### config.mk
export PLATFORM = sky130hd
export DESIGN_NAME = jiab_bank
export DESIGN_NICKNAME = d
export VERILOG_FILES = /design/src/inc/jiab_pkg.sv /design/src/core/jiab_bank.sv
export VERILOG_INCLUDE_DIRS = /design/src /design/src/inc
export SDC_FILE = /design/constraint.sdc
export NUM_CORES = 1
export LEC_CHECK = 0
export ABC_AREA = 1
export BUFFER_PORTS_ARGS = -buffer_cell sky130_fd_sc_hd__buf_2
export CORE_MARGIN = 3
export CORE_UTILIZATION = 38
export DETAILED_ROUTE_END_ITERATION = 7
export PLACE_DENSITY = 0.63
export REMOVE_ABC_BUFFERS = 1
export SETUP_SLACK_MARGIN = 0.02
export SLEW_MARGIN = 20
export SYNTH_ARGS = -nofsm -noshare
export SYNTH_HDL_FRONTEND = slang
export SYNTH_SLANG_ARGS = --single-unit
export TNS_END_PERCENT = 20
### constraint.sdc
create_clock -name clk -period 2.5 [get_ports clk]
set_input_delay 0.375 -clock clk [delete_from_list [all_inputs] [get_ports clk]]
set_output_delay 0.375 -clock clk [all_outputs]
set_load 0.02 [all_outputs]
### src/inc/jiab_map.svh
`ifndef JIAB_MAP_SVH
`define JIAB_MAP_SVH
// ----------------------------------------------------------------------
// Register indices; the byte address is four times the index.
// ----------------------------------------------------------------------
`define JIAB_IDX_JOG 14'h040a
`define JIAB_IDX_FORCE 14'h040c
`define JIAB_IDX_INPUT 14'h040e
`define JIAB_IDX_KEYPAD 14'h0410
`define JIAB_IDX_OUTST 14'h0412
`define JIAB_IDX_ADJ 14'h0414
`define JIAB_IDX_SOFS 14'h0416
`define JIAB_IDX_SRCSEL 14'h0500
`define JIAB_IDX_ADJEN 14'h0501
`define JIAB_IDX_JOGCTL 14'h0502
`define JIAB_IDX_STATUS 14'h0503
// ----------------------------------------------------------------------
// Command codes and ranges.
// ----------------------------------------------------------------------
`define JIAB_JOG_STOP 16'h0000
`define JIAB_JOG_CMD_POS 16'h1386
`define JIAB_JOG_CMD_NEG 16'h1387
`define JIAB_JOG_SPD_MAX 16'h1388
`define JIAB_FORCE_MAX 16'h003f
`define JIAB_ADJ_MAX 16'h0006
`define JIAB_SOFS_MAX 16'h7fff
// ----------------------------------------------------------------------
// Field positions of the jog control register and of the panel keys.
// ----------------------------------------------------------------------
`define JIAB_JC_PANEL 0
`define JIAB_JC_POS_LSB 4
`define JIAB_JC_NEG_LSB 8
`define JIAB_KEY_UP 1
`define JIAB_KEY_DOWN 2
// ----------------------------------------------------------------------
// Reset values.
// ----------------------------------------------------------------------
`define JIAB_JOG_SPD_RST 16'h0014
`define JIAB_JOGCTL_RST 12'hff0
`define JIAB_SOFS_RST 15'h0000
`endif

### src/inc/jiab_pkg.sv
`default_nettype none

package jiab_pkg;
  // Jog direction requested over the link.
  typedef enum logic [1:0] {
    JIAB_JOG_IDLE = 2'b00,
    JIAB_JOG_POS = 2'b01,
    JIAB_JOG_NEG = 2'b11
  } jiab_jog_t;

  // Whole state of the bank.
  typedef struct packed {
    logic waitreq;
    logic [31:0] rdata;
    logic [15:0] jog_spd_set;
    jiab_jog_t comm_jog;
    logic jog_err;
    logic jog_run;
    logic jog_rev;
    logic [15:0] jog_spd;
    logic force_en;
    logic [5:0] force_val;
    logic [8:0] software_input_bit;
    logic [8:0] src_sel;
    logic [8:0] di_comb;
    logic adj_en;
    logic [11:0] jogctl;
    logic [2:0] adj_code;
    logic adj_start;
    logic [14:0] sofs;
  } jiab_state_t;
endpackage : jiab_pkg

`default_nettype wire

### src/core/jiab_bank.sv
`include "jiab_map.svh"
`default_nettype none

module jiab_bank
  import jiab_pkg::*;
(
  input wire logic clk,
  input wire logic reset_n,
  input wire logic [15:0] address,
  input wire logic read,
  input wire logic write,
  input wire logic [3:0] byteenable,
  input wire logic [31:0] writedata,
  output logic [31:0] readdata,
  output logic waitrequest,
  input wire logic [8:0] terminal_in,
  input wire logic [4:0] panel_keys,
  input wire logic [5:0] output_state_in,
  input wire logic [15:0] motor_max_speed,
  input wire logic param_restore,
  output logic jog_run,
  output logic jog_reverse,
  output logic [15:0] jog_speed,
  output logic force_enable,
  output logic [5:0] force_value,
  output logic [8:0] digital_input,
  output logic adjust_start,
  output logic [2:0] adjust_code,
  output logic [14:0] speed_offset
);

  // ----------------------------------------------------------------------
  // Helpers
  // ----------------------------------------------------------------------

  // Picks one combined input by number; codes above 8 select nothing.
  function automatic logic di_pick(input logic [8:0] di,
                                   input logic [3:0] sel);
    logic hit;
    hit = 1'b0;
    if (sel <= 4'h8) begin
      hit = di[sel];
    end
    return hit;
  endfunction : di_pick

  jiab_state_t s_r;
  jiab_state_t s_nxt;
  logic [13:0] idx;
  logic [15:0] wv;
  logic wr_go;
  logic [8:0] di_mux;

  // Word index and lane-masked write value.
  assign idx = address[15:2];
  assign wv = {byteenable[1] ? writedata[15:8] : 8'h00,
               byteenable[0] ? writedata[7:0] : 8'h00};
  // A write acts only at the edge where waitrequest is seen low.
  assign wr_go = write && !s_r.waitreq;

  // ----------------------------------------------------------------------
  // Input source selection
  // ----------------------------------------------------------------------

  // Each input picks the software bit or the terminal.
  genvar gi;
  generate
    for (gi = 0; gi < 9; gi++) begin : g_di
      assign di_mux[gi] = s_r.src_sel[gi] ? s_r.software_input_bit[gi] : terminal_in[gi];
    end
  endgenerate

  // ----------------------------------------------------------------------
  // Next state
  // ----------------------------------------------------------------------

  // Bus slave, register writes, jog arbitration and adjust strobe.
  always_comb begin
    logic [15:0] rv;
    logic up;
    logic dn;
    logic dpos;
    logic dneg;
    jiab_jog_t tgt;
    rv = 16'h0000;
    up = panel_keys[`JIAB_KEY_UP];
    dn = panel_keys[`JIAB_KEY_DOWN];
    dpos = di_pick(s_r.di_comb, s_r.jogctl[`JIAB_JC_POS_LSB +: 4]);
    dneg = di_pick(s_r.di_comb, s_r.jogctl[`JIAB_JC_NEG_LSB +: 4]);
    tgt = JIAB_JOG_IDLE;
    s_nxt = s_r;
    s_nxt.adj_start = 1'b0;
    s_nxt.waitreq = 1'b1;
    s_nxt.di_comb = di_mux;

    // Read mux; unmapped words read as zero.
    unique case (idx)
      `JIAB_IDX_JOG: rv = s_r.jog_spd_set;
      `JIAB_IDX_FORCE: rv = {10'h000, s_r.force_val};
      `JIAB_IDX_INPUT: rv = {7'h00, s_r.di_comb};
      `JIAB_IDX_KEYPAD: rv = {11'h000, panel_keys};
      `JIAB_IDX_OUTST: rv = {10'h000, output_state_in};
      `JIAB_IDX_ADJ: rv = {13'h0000, s_r.adj_code};
      `JIAB_IDX_SOFS: rv = {1'b0, s_r.sofs};
      `JIAB_IDX_SRCSEL: rv = {7'h00, s_r.src_sel};
      `JIAB_IDX_ADJEN: rv = {15'h0000, s_r.adj_en};
      `JIAB_IDX_JOGCTL: rv = {4'h0, s_r.jogctl};
      `JIAB_IDX_STATUS: rv = {13'h0000, s_r.jog_err, s_r.jog_rev,
                              s_r.jog_run};
      default: rv = 16'h0000;
    endcase

    // One wait state, then the answer stands for one cycle.
    if ((read || write) && s_r.waitreq) begin
      s_nxt.waitreq = 1'b0;
      s_nxt.rdata = read ? {16'h0000, rv} : 32'h00000000;
    end

    // Register writes.
    if (wr_go) begin
      unique case (idx)
        `JIAB_IDX_JOG: begin
          if (wv == `JIAB_JOG_STOP) begin
            s_nxt.comm_jog = JIAB_JOG_IDLE;
          end else if (wv == `JIAB_JOG_CMD_POS) begin
            s_nxt.comm_jog = JIAB_JOG_POS;
          end else if (wv == `JIAB_JOG_CMD_NEG) begin
            s_nxt.comm_jog = JIAB_JOG_NEG;
          end else if (wv <= `JIAB_JOG_SPD_MAX) begin
            s_nxt.jog_spd_set = wv;
            s_nxt.jog_err = 1'b0;
          end else begin
            s_nxt.jog_err = 1'b1;
            s_nxt.comm_jog = JIAB_JOG_IDLE;
          end
        end
        `JIAB_IDX_FORCE: begin
          if (wv <= `JIAB_FORCE_MAX) begin
            s_nxt.force_val = wv[5:0];
            s_nxt.force_en = (wv != 16'h0000);
          end
        end
        `JIAB_IDX_INPUT: s_nxt.software_input_bit = wv[8:0];
        `JIAB_IDX_ADJ: begin
          if (s_r.adj_en && wv != 16'h0000 && wv <= `JIAB_ADJ_MAX) begin
            s_nxt.adj_code = wv[2:0];
            s_nxt.adj_start = 1'b1;
          end
        end
        `JIAB_IDX_SOFS: begin
          if (s_r.adj_en && wv <= `JIAB_SOFS_MAX) begin
            s_nxt.sofs = wv[14:0];
          end
        end
        `JIAB_IDX_SRCSEL: s_nxt.src_sel = wv[8:0];
        `JIAB_IDX_ADJEN: s_nxt.adj_en = wv[0];
        `JIAB_IDX_JOGCTL: s_nxt.jogctl = wv[11:0];
        default: s_nxt.adj_start = 1'b0;
      endcase
    end

    // Defaults restore leaves the speed offset untouched.
    if (param_restore) begin
      s_nxt.jog_spd_set = `JIAB_JOG_SPD_RST;
      s_nxt.comm_jog = JIAB_JOG_IDLE;
      s_nxt.jog_err = 1'b0;
      s_nxt.force_en = 1'b0;
      s_nxt.force_val = 6'h00;
      s_nxt.software_input_bit = 9'h000;
      s_nxt.src_sel = 9'h000;
      s_nxt.adj_en = 1'b0;
      s_nxt.jogctl = `JIAB_JOGCTL_RST;
      s_nxt.adj_code = 3'h0;
      s_nxt.adj_start = 1'b0;
    end

    // Jog source: panel keys alone in panel mode, else assigned inputs, then the link.
    if (s_r.jogctl[`JIAB_JC_PANEL]) begin
      if (up && !dn) begin
        tgt = JIAB_JOG_POS;
      end else if (dn && !up) begin
        tgt = JIAB_JOG_NEG;
      end else begin
        tgt = JIAB_JOG_IDLE;
      end
    end else if (dpos && !dneg) begin
      tgt = JIAB_JOG_POS;
    end else if (dneg && !dpos) begin
      tgt = JIAB_JOG_NEG;
    end else if (dpos || dneg) begin
      tgt = JIAB_JOG_IDLE;
    end else begin
      tgt = s_r.comm_jog;
    end
    if (s_r.jog_err) begin
      tgt = JIAB_JOG_IDLE;
    end
    s_nxt.jog_run = (tgt != JIAB_JOG_IDLE);
    s_nxt.jog_rev = (tgt == JIAB_JOG_NEG);
    // Clamp to the motor's top speed.
    s_nxt.jog_spd = (s_r.jog_spd_set > motor_max_speed) ?
                    motor_max_speed : s_r.jog_spd_set;
  end

  // ----------------------------------------------------------------------
  // State register
  // ----------------------------------------------------------------------

  // All state of the bank in one register.
  always_ff @(posedge clk or negedge reset_n) begin
    if (!reset_n) begin
      s_r <= '{waitreq: 1'b1, rdata: 32'h00000000,
               jog_spd_set: `JIAB_JOG_SPD_RST, comm_jog: JIAB_JOG_IDLE,
               jog_err: 1'b0, jog_run: 1'b0, jog_rev: 1'b0,
               jog_spd: 16'h0000, force_en: 1'b0, force_val: 6'h00,
               software_input_bit: 9'h000, src_sel: 9'h000, di_comb: 9'h000,
               adj_en: 1'b0, jogctl: `JIAB_JOGCTL_RST, adj_code: 3'h0,
               adj_start: 1'b0, sofs: `JIAB_SOFS_RST};
    end else begin
      s_r <= s_nxt;
    end
  end

  // Outputs straight from the state register.
  assign readdata = s_r.rdata;
  assign waitrequest = s_r.waitreq;
  assign jog_run = s_r.jog_run;
  assign jog_reverse = s_r.jog_rev;
  assign jog_speed = s_r.jog_spd;
  assign force_enable = s_r.force_en;
  assign force_value = s_r.force_val;
  assign digital_input = s_r.di_comb;
  assign adjust_start = s_r.adj_start;
  assign adjust_code = s_r.adj_code;
  assign speed_offset = s_r.sofs;
endmodule : jiab_bank

`default_nettype wire

==> results of run 1 <==
==> per-layer routing <==
layer,track usage [%],share of wire [%],vias to the layer above
met5,0,0,-
met4,7.17,2.1,0
met3,5.13,8.5,35
met2,32.6,45,276
met1,28.0,45,2991
li1,-,-,3242
==> power groups by stage <==
stage | Clock (mW) | Combinational (mW) | Sequential, mW
floorplan | 0 | 0.252 | 2.10
global placement | 0 | 0.514 | 2.09
detailed placement | 0 | 0.519 | 2.09
CTS | 2.68 | 0.523 | 2.06
global route | 2.77 | 0.585 | 2.06
finish | 2.63 | 0.519 | 2.06
==> worst max path at each step <==
stage	start	end	slack, ns	cells past startpoint
2_1_floorplan	address[9]	speed_offset[0]	0.28	5
3_3_place_gp	motor_max_speed[3]	jog_speed[7]	0.43	12
3_5_place_dp	motor_max_speed[3]	jog_speed[7]	0.38	12
4_1_cts	s_r[89]	jog_speed[7]	0.48	10
5_1_grt	s_r[87]	jog_speed[1]	0.30	12
6_report	s_r[87]	jog_speed[7]	0.50	12
==> cell usage after synthesis (2+ instances only) <==
cell	count	share of area, %
nand2_1	241	12
nand3_1	148	10
dfrtp_1	109	37
inv_1	93	4.8
buf_4	83	8.5
nor2_1	67	3.4
o21ai_0	51	3.5
nand4_1	21	1.8
a21oi_1	18	1.2
clkbuf_1	17	0.87
ha_1	17	2.9
o21ai_1	17	1.2
nand2_2	12	1.0
nor3_1	12	0.82
dfstp_2	11	3.9
buf_2	7	0.48
mux2_2	7	1.1
buf_6	5	0.77
inv_2	5	0.26
nor2_2	5	0.43
nand3b_1	4	0.41
o211ai_1	4	0.41
nor2_4	3	0.46
nor3_2	3	0.41
o22ai_1	2	0.17
==> registers in the layout, indices dropped and copies added, names as in the netlist <==
name           flops
adjust_code        3
speed_offset      15
force_value        6
jog_speed         16
force_enable       1
jog_reverse        1
adjust_start       1
readdata          16
s_r               50
digital_input      9
jog_run            1
waitrequest        1
==> timing repair <==
action | 4_1_cts | 5_1_grt
gates resized for setup | 0 | 0
hold endpoints to repair | 27 | 0
hold buffers | 1 | 0
==> area by class of cell <==
cell class	instances	area, µm²
fill	1931	10400
multi-input combinational	656	3200
sequential	120	3020
timing repair buffer	163	898
clock buffer	25	495
inverter	99	372
tap	260	325
clock inverter	7	139
==> per-stage QoR <==
| step | hold WS, ns | utilization [%] | setup slack (ns) | cells | total power, mW |
|---|---|---|---|---|---|
| global route | 0.154 | 44.9 | 0.296 | 1330 | 5.42 |
| finish | 0.152 | 44.9 | 0.498 | 1330 | 5.21 |
| CTS | 0.144 | 44.9 | 0.476 | 1330 | 5.25 |
| global placement | 0.332 | 41.5 | 0.425 | 1297 | 2.60 |
| detailed placement | 0.336 | 41.5 | 0.382 | 1297 | 2.61 |
| floorplan | 0.0794 | - | 0.278 | 875 | 2.35 |
==> worst reg2reg max path, delay by kind of cell, from the launching register on <==
family / cells / cell delay [ns]
fa+ha+maj: 1 / 0.20
buf+inv: 2 / 0.18
compound gates: 3 / 0.35
simple gates: 6 / 0.77
flops: 1 / 0.39
==> kinds of logic after synthesis <==
kind of cell	count (synthesis)	synth area share (%)
and+or+nand+nor	520	31.9
muxes	7	1.08
buffers and inverters	212	15.8
adders and majority gates	17	2.91
AOI/OAI and AO/OA	96	7.08
other	1	0.0512
DFF	120	41.2
==> impl_results.md, run 1 <==
- Die width: between 100 and 150 µm
- Later-pin clock latency in the skew report: approximately 0.42 ns
- Core ar.: about 19000 µm²
- H-tree levels: 4
- P_int: 3.94 mW
- Clock power share: between 50% and 60%
- Io pins: approximately 180
- DR DRC count: 0
- First-pass DRT Iterations: 5
- Clk pin slew, worst setup/hold paths: 0.06 ns
- Commonest non-fill, non-tap cells in the layout: nand2_1, nand3_1, buf_2, dfrtp_1, inv_1
- CP endpoint kind: flop
- CP required: about 2.8 ns
- Ys async rst share: 100%
- Crit-path max cell delay: between 0.3 and 0.4 ns
- Vias/cell: 4.92
- Worst-Margin Slew: about 0.77 ns
- Gate power share: 10.0%
- Leak: about 4.6 nW
- Setup TNS: 0 ns
- Critical Path, Cell by Cell: inv_1 > ha_1 > inv_1 > a21oi_1 > o21ai_0 > nand2_1 > o211ai_1 > nand2_1 > nand2_1 > nand2_1 > nand2_1 > nand2_1
- Via count: approximately 6500
- Setup bufs post-CTS: 0
- Synthesized area: between 7000 and 8000 µm²
- Share of cells above drive strength 1: around 23%
- IO Port Bufs: approximately 140
- Hold Path Cell Cnt: 3
- Placed inst area: 7810 µm²
- Worst-case reg-to-reg path depth: 12
- Hpwl dp: approximately 16000 µm
- Vias in the first global route: between 6000 and 7000
- Worst Hold Class: primary input to flop
- CP Buf/Inv Count: 2
- Antenna violations before repair: 0
- Synth warn: 0
- Wire per inst: around 16 µm
- RSZ-0062 raised after global routing: false
- Clock Tree Buf Depth: 2
- Worst vdd ir: between 0.5 and 0.6 mV
- Reg-to-reg critical path startpoint: s_r[87]
- Post-route ant nets: 0
- Antenna cell count: 0
- Endpoints failing hold: 0
- Hold path start: terminal_in[2]
- First-pass GRT wire length: 33400 µm
- Gpl congestion: 0.921
- Sw Pwr: ~1.3 mW
- Sink of the worst hold path: digital_input[2]
- Worst clock skew: 0.00736 ns
- Chip Height: 145 µm
- Num CTS Buffers: 17
- Maximum clock frequency: roughly 0.50 GHz
- Final WL: roughly 21000 µm
- DIE AREA: between 20000 and 25000 µm²
- CTS tree: yes
- CTS sink count: 120
- MaxCap Viol Count: 0
- Post-synth cell types: 36
- Post-Syn Instances: 973
- Root Buffer: clkbuf_16
- CP top delay family: simple AND/OR/NAND/NOR gates
- Worst reg2reg path endpoint: jog_speed[7]
- Final clock period utilization by the worst path: between 80% and 90%
- Crit-path max FO: 16
- Worst Setup Start Kind: flop
- Reg2Reg Setup Slack: roughly 0.5 ns
- Final Setup Violations: 0
- Clock period minus worst slack: approximately 2 ns
- Critical-path top delay cell: dfrtp_1
- Syn avg cell area: roughly 7.5 µm²
- Sequential area share after synthesis: between 40% and 50%
- # rows: 50
- 1st-iter DRT viols: 461
- Kind of critical path: flop to flop
- Worst EP arrival: approximately 2.3 ns
- Post-synth EDFFs: 0
- Overflow left after global routing: 0
- Final Net Count: 1167
- Gr usage total: 20.7%
- Status: complete, no violations
- Initial Utilization: 38.9%
- Largest net degree at the start of global routing: 50
- Reg power frac: around two fifths
- Final instance area: 8450 µm²
- P&R area growth vs syn: 15.5%
- Top_reg_cell synth: dfrtp_1
- Max-slew headroom: about half
- Commonest non-fill, non-tap cell in the layout: nand2_1
- Critical Path Most Common Cell: nand2_1
- Final Max Slew Viols: 0
- PD cells: between 600 and 700 nW/µm²
- #FFs+latches synth: 120
- Switch share: between 20% and 30%
Note: power is estimated with default switching activity, not from simulation.
==> run 2, diff against run 1 <==
PLACE_DENSITY = 0.65   (was 0.63)
clock period = 1.7 ns   (was 2.5 ns; I/O delays follow)
==> run 2 against run 1 <==
Compared with the run above: clock skew decreased by 0.0032 ns; global-route usage increased by 0.73 points; flip-flop and latch count unchanged; clock power increased by 49%.
==> impl_results.md, run 2 (same netlist as run 1, synthesis figures left out) <==
- Status: complete, no violations
- Switch share: between 20% and 30%
- Sink of the worst hold path: digital_input[2]
- Gr usage total: a little over a fifth
- Final cell count without fillers: roughly 1400
- MaxCap Viol Count: 0
- Gate power share: between 10% and 20%
- PD cells: 840 nW/µm²
- Overflow left after global routing: 0
- Final clock period utilization by the worst path: around 100%
- First-pass GRT wire length: 34900 µm
- Placed inst area: roughly 8500 µm²
- Later-pin clock latency in the skew report: a little over 0.4 ns
- Sw Pwr: around 1.9 mW
- Reg power frac: 38.5%
- Overall power: between 7 and 8 mW
- Leak: 5.05 nW
- CTS sink count: 120
- IO Port Bufs: ~140
- P_int: 5.90 mW
- Wire per inst: about 16 µm
- Final Setup Violations: 0
- CTS tree: yes
- # rows: 50
- Root Buffer: clkbuf_16
- Antenna violations before repair: 0
- Antenna cell count: 0
- H-tree levels: 4
- Worst-case reg-to-reg path depth: 8
- Io pins: roughly 180
- Worst Hold Class: primary input to flop
- DIE AREA: about 21000 µm²
- Number of fill cells: about 1800
- Crit-path max FO: 16
- Clock period minus worst slack: 1.70 ns
- Num CTS Buffers: 17
- Final instance area: slightly above 9000 µm²
- Worst EP arrival: 2.00 ns
- Share of cells above drive strength 1: between 30% and 40%
- Largest net degree at the start of global routing: between 60 and 70
- Biggest register: s_r
- Via count: approximately 7000
- 1st-iter DRT viols: about 440
- Vias/cell: about 4.9
- Worst clock skew: about 0.0042 ns
- Post-route ant nets: 0
- CP endpoint kind: flop
- Core ar.: between 15000 and 20000 µm²
- Largest register FFs: 50
- CP required: 2.01 ns
- Inst Count DP: about 1400
- Critical Path Most Common Cell: nand2_1
- Commonest non-fill, non-tap cell in the layout: nand2_1
- Chip Height: ~140 µm
- Final Max Slew Viols: 0
- Initial Utilization: about two fifths
- Hpwl dp: ~17000 µm
- Gpl congestion: ~0.94
- Hold path start: terminal_in[2]
- Worst vdd ir: about 0.68 mV
- Crit-path max cell delay: between 0.4 and 0.5 ns
- Worst reg2reg path endpoint: jog_speed[14]
- P&R area growth vs syn: 27.5%
- Final WL: about 22000 µm
- Maximum clock frequency: around 0.59 GHz
- RSZ-0062 raised after global routing: true
- Commonest non-fill, non-tap cells in the layout: nand2_1, nand3_1, buf_2, dfrtp_1, buf_4
- Clk pin slew, worst setup/hold paths: around 0.06 ns
- Endpoints failing hold: 0
- Final Net Count: about 1300
- First-pass DRT Iterations: 5
- Reg2Reg Setup Slack: around 0.0017 ns
- Hold Path Cell Cnt: 3
- DR DRC count: 0
- Clock Tree Buf Depth: 2
- Die width: 145 µm
- Vias in the first global route: about 6600
- Kind of critical path: flop to flop
- Critical-path top delay cell: dfrtp_1
- Reg-to-reg critical path startpoint: s_r[93]
- Critical Path, Cell by Cell: ha_4 > nand4_1 > buf_4 > nor3_4 > nand2_1 > buf_6 > nand3_1 > nand2_1
- Worst Setup Start Kind: flop
- Clock power share: approximately half
[run 2: layer usage]
layer,routed length [µm],track usage (%),vias up
met3,1540,4.83,31
li1,-,-,3423
met2,10200,34.7,263
met4,431,5.69,0
met1,10000,29.2,3262
met5,0,0,-
[run 2: per-stage QoR]
step                setup WS [ns]  hold slack, ns  util, %  setup TNS, ns
global route               -0.118          0.0567     49.5          -1.48
finish                    0.00170          0.0380     49.5              0
global placement          -0.0993           0.281     45.2          -3.83
floorplan                  -0.402         -0.0406        -         -12.50
detailed placement         -0.133           0.280     45.2          -5.10
CTS                      0.000913          0.0321     48.9              0
[run 2: worst max-delay path: cells and delay by family (launching register included)]
kind                       cells  cell delay, ns
adders and majority gates      1            0.28
buffers and inverters          2            0.37
DFF                            1            0.41
and+or+nand+nor                5            0.53
[run 2: layout make-up]
class | count | area [µm²] | area share [%]
sequential | 120 | 3020 | 32.3
inverter | 99 | 372 | 3.98
clock buffer | 25 | 495 | 5.31
tap | 260 | 325 | 3.49
multi-input combinational | 656 | 3340 | 35.8
timing repair buffer | 251 | 1640 | 17.6
clock inverter | 7 | 139 | 1.49
[run 2: power groups by stage]
stage	Combinational, mW	Sequential [mW]	Clock (mW)
6_report	0.912	3.02	3.91
5_1_grt	1.01	3.03	4.07
4_1_cts	0.900	3.02	3.95
3_5_place_dp	0.886	3.07	0
3_3_place_gp	0.880	3.07	0
2_1_floorplan	0.371	3.09	0
[run 2: worst max path at each step]
stage	startpoint	to	slack, ns	cells after the start
finish	s_r[93]	jog_speed[14]	0.002	8
global placement	address[15]	adjust_code[2]	-0.1	11
CTS	s_r[93]	jog_speed[8]	0.0009	11
global route	s_r[102]	jog_speed[8]	-0.12	11
detailed placement	byteenable[0]	s_r[86]	-0.13	13
floorplan	address[9]	speed_offset[0]	-0.40	5
[run 2: what timing repair did]
item / in CTS / in global routing
hold buffers: 1 / 0
setup buffers: 1 / 1
gates resized for setup: 11 / 25
endpoints found under the setup margin: 16 / 18
cloned: 0 / 0
hold endpoints to repair: 109 / 0
pin swaps: 5 / 9
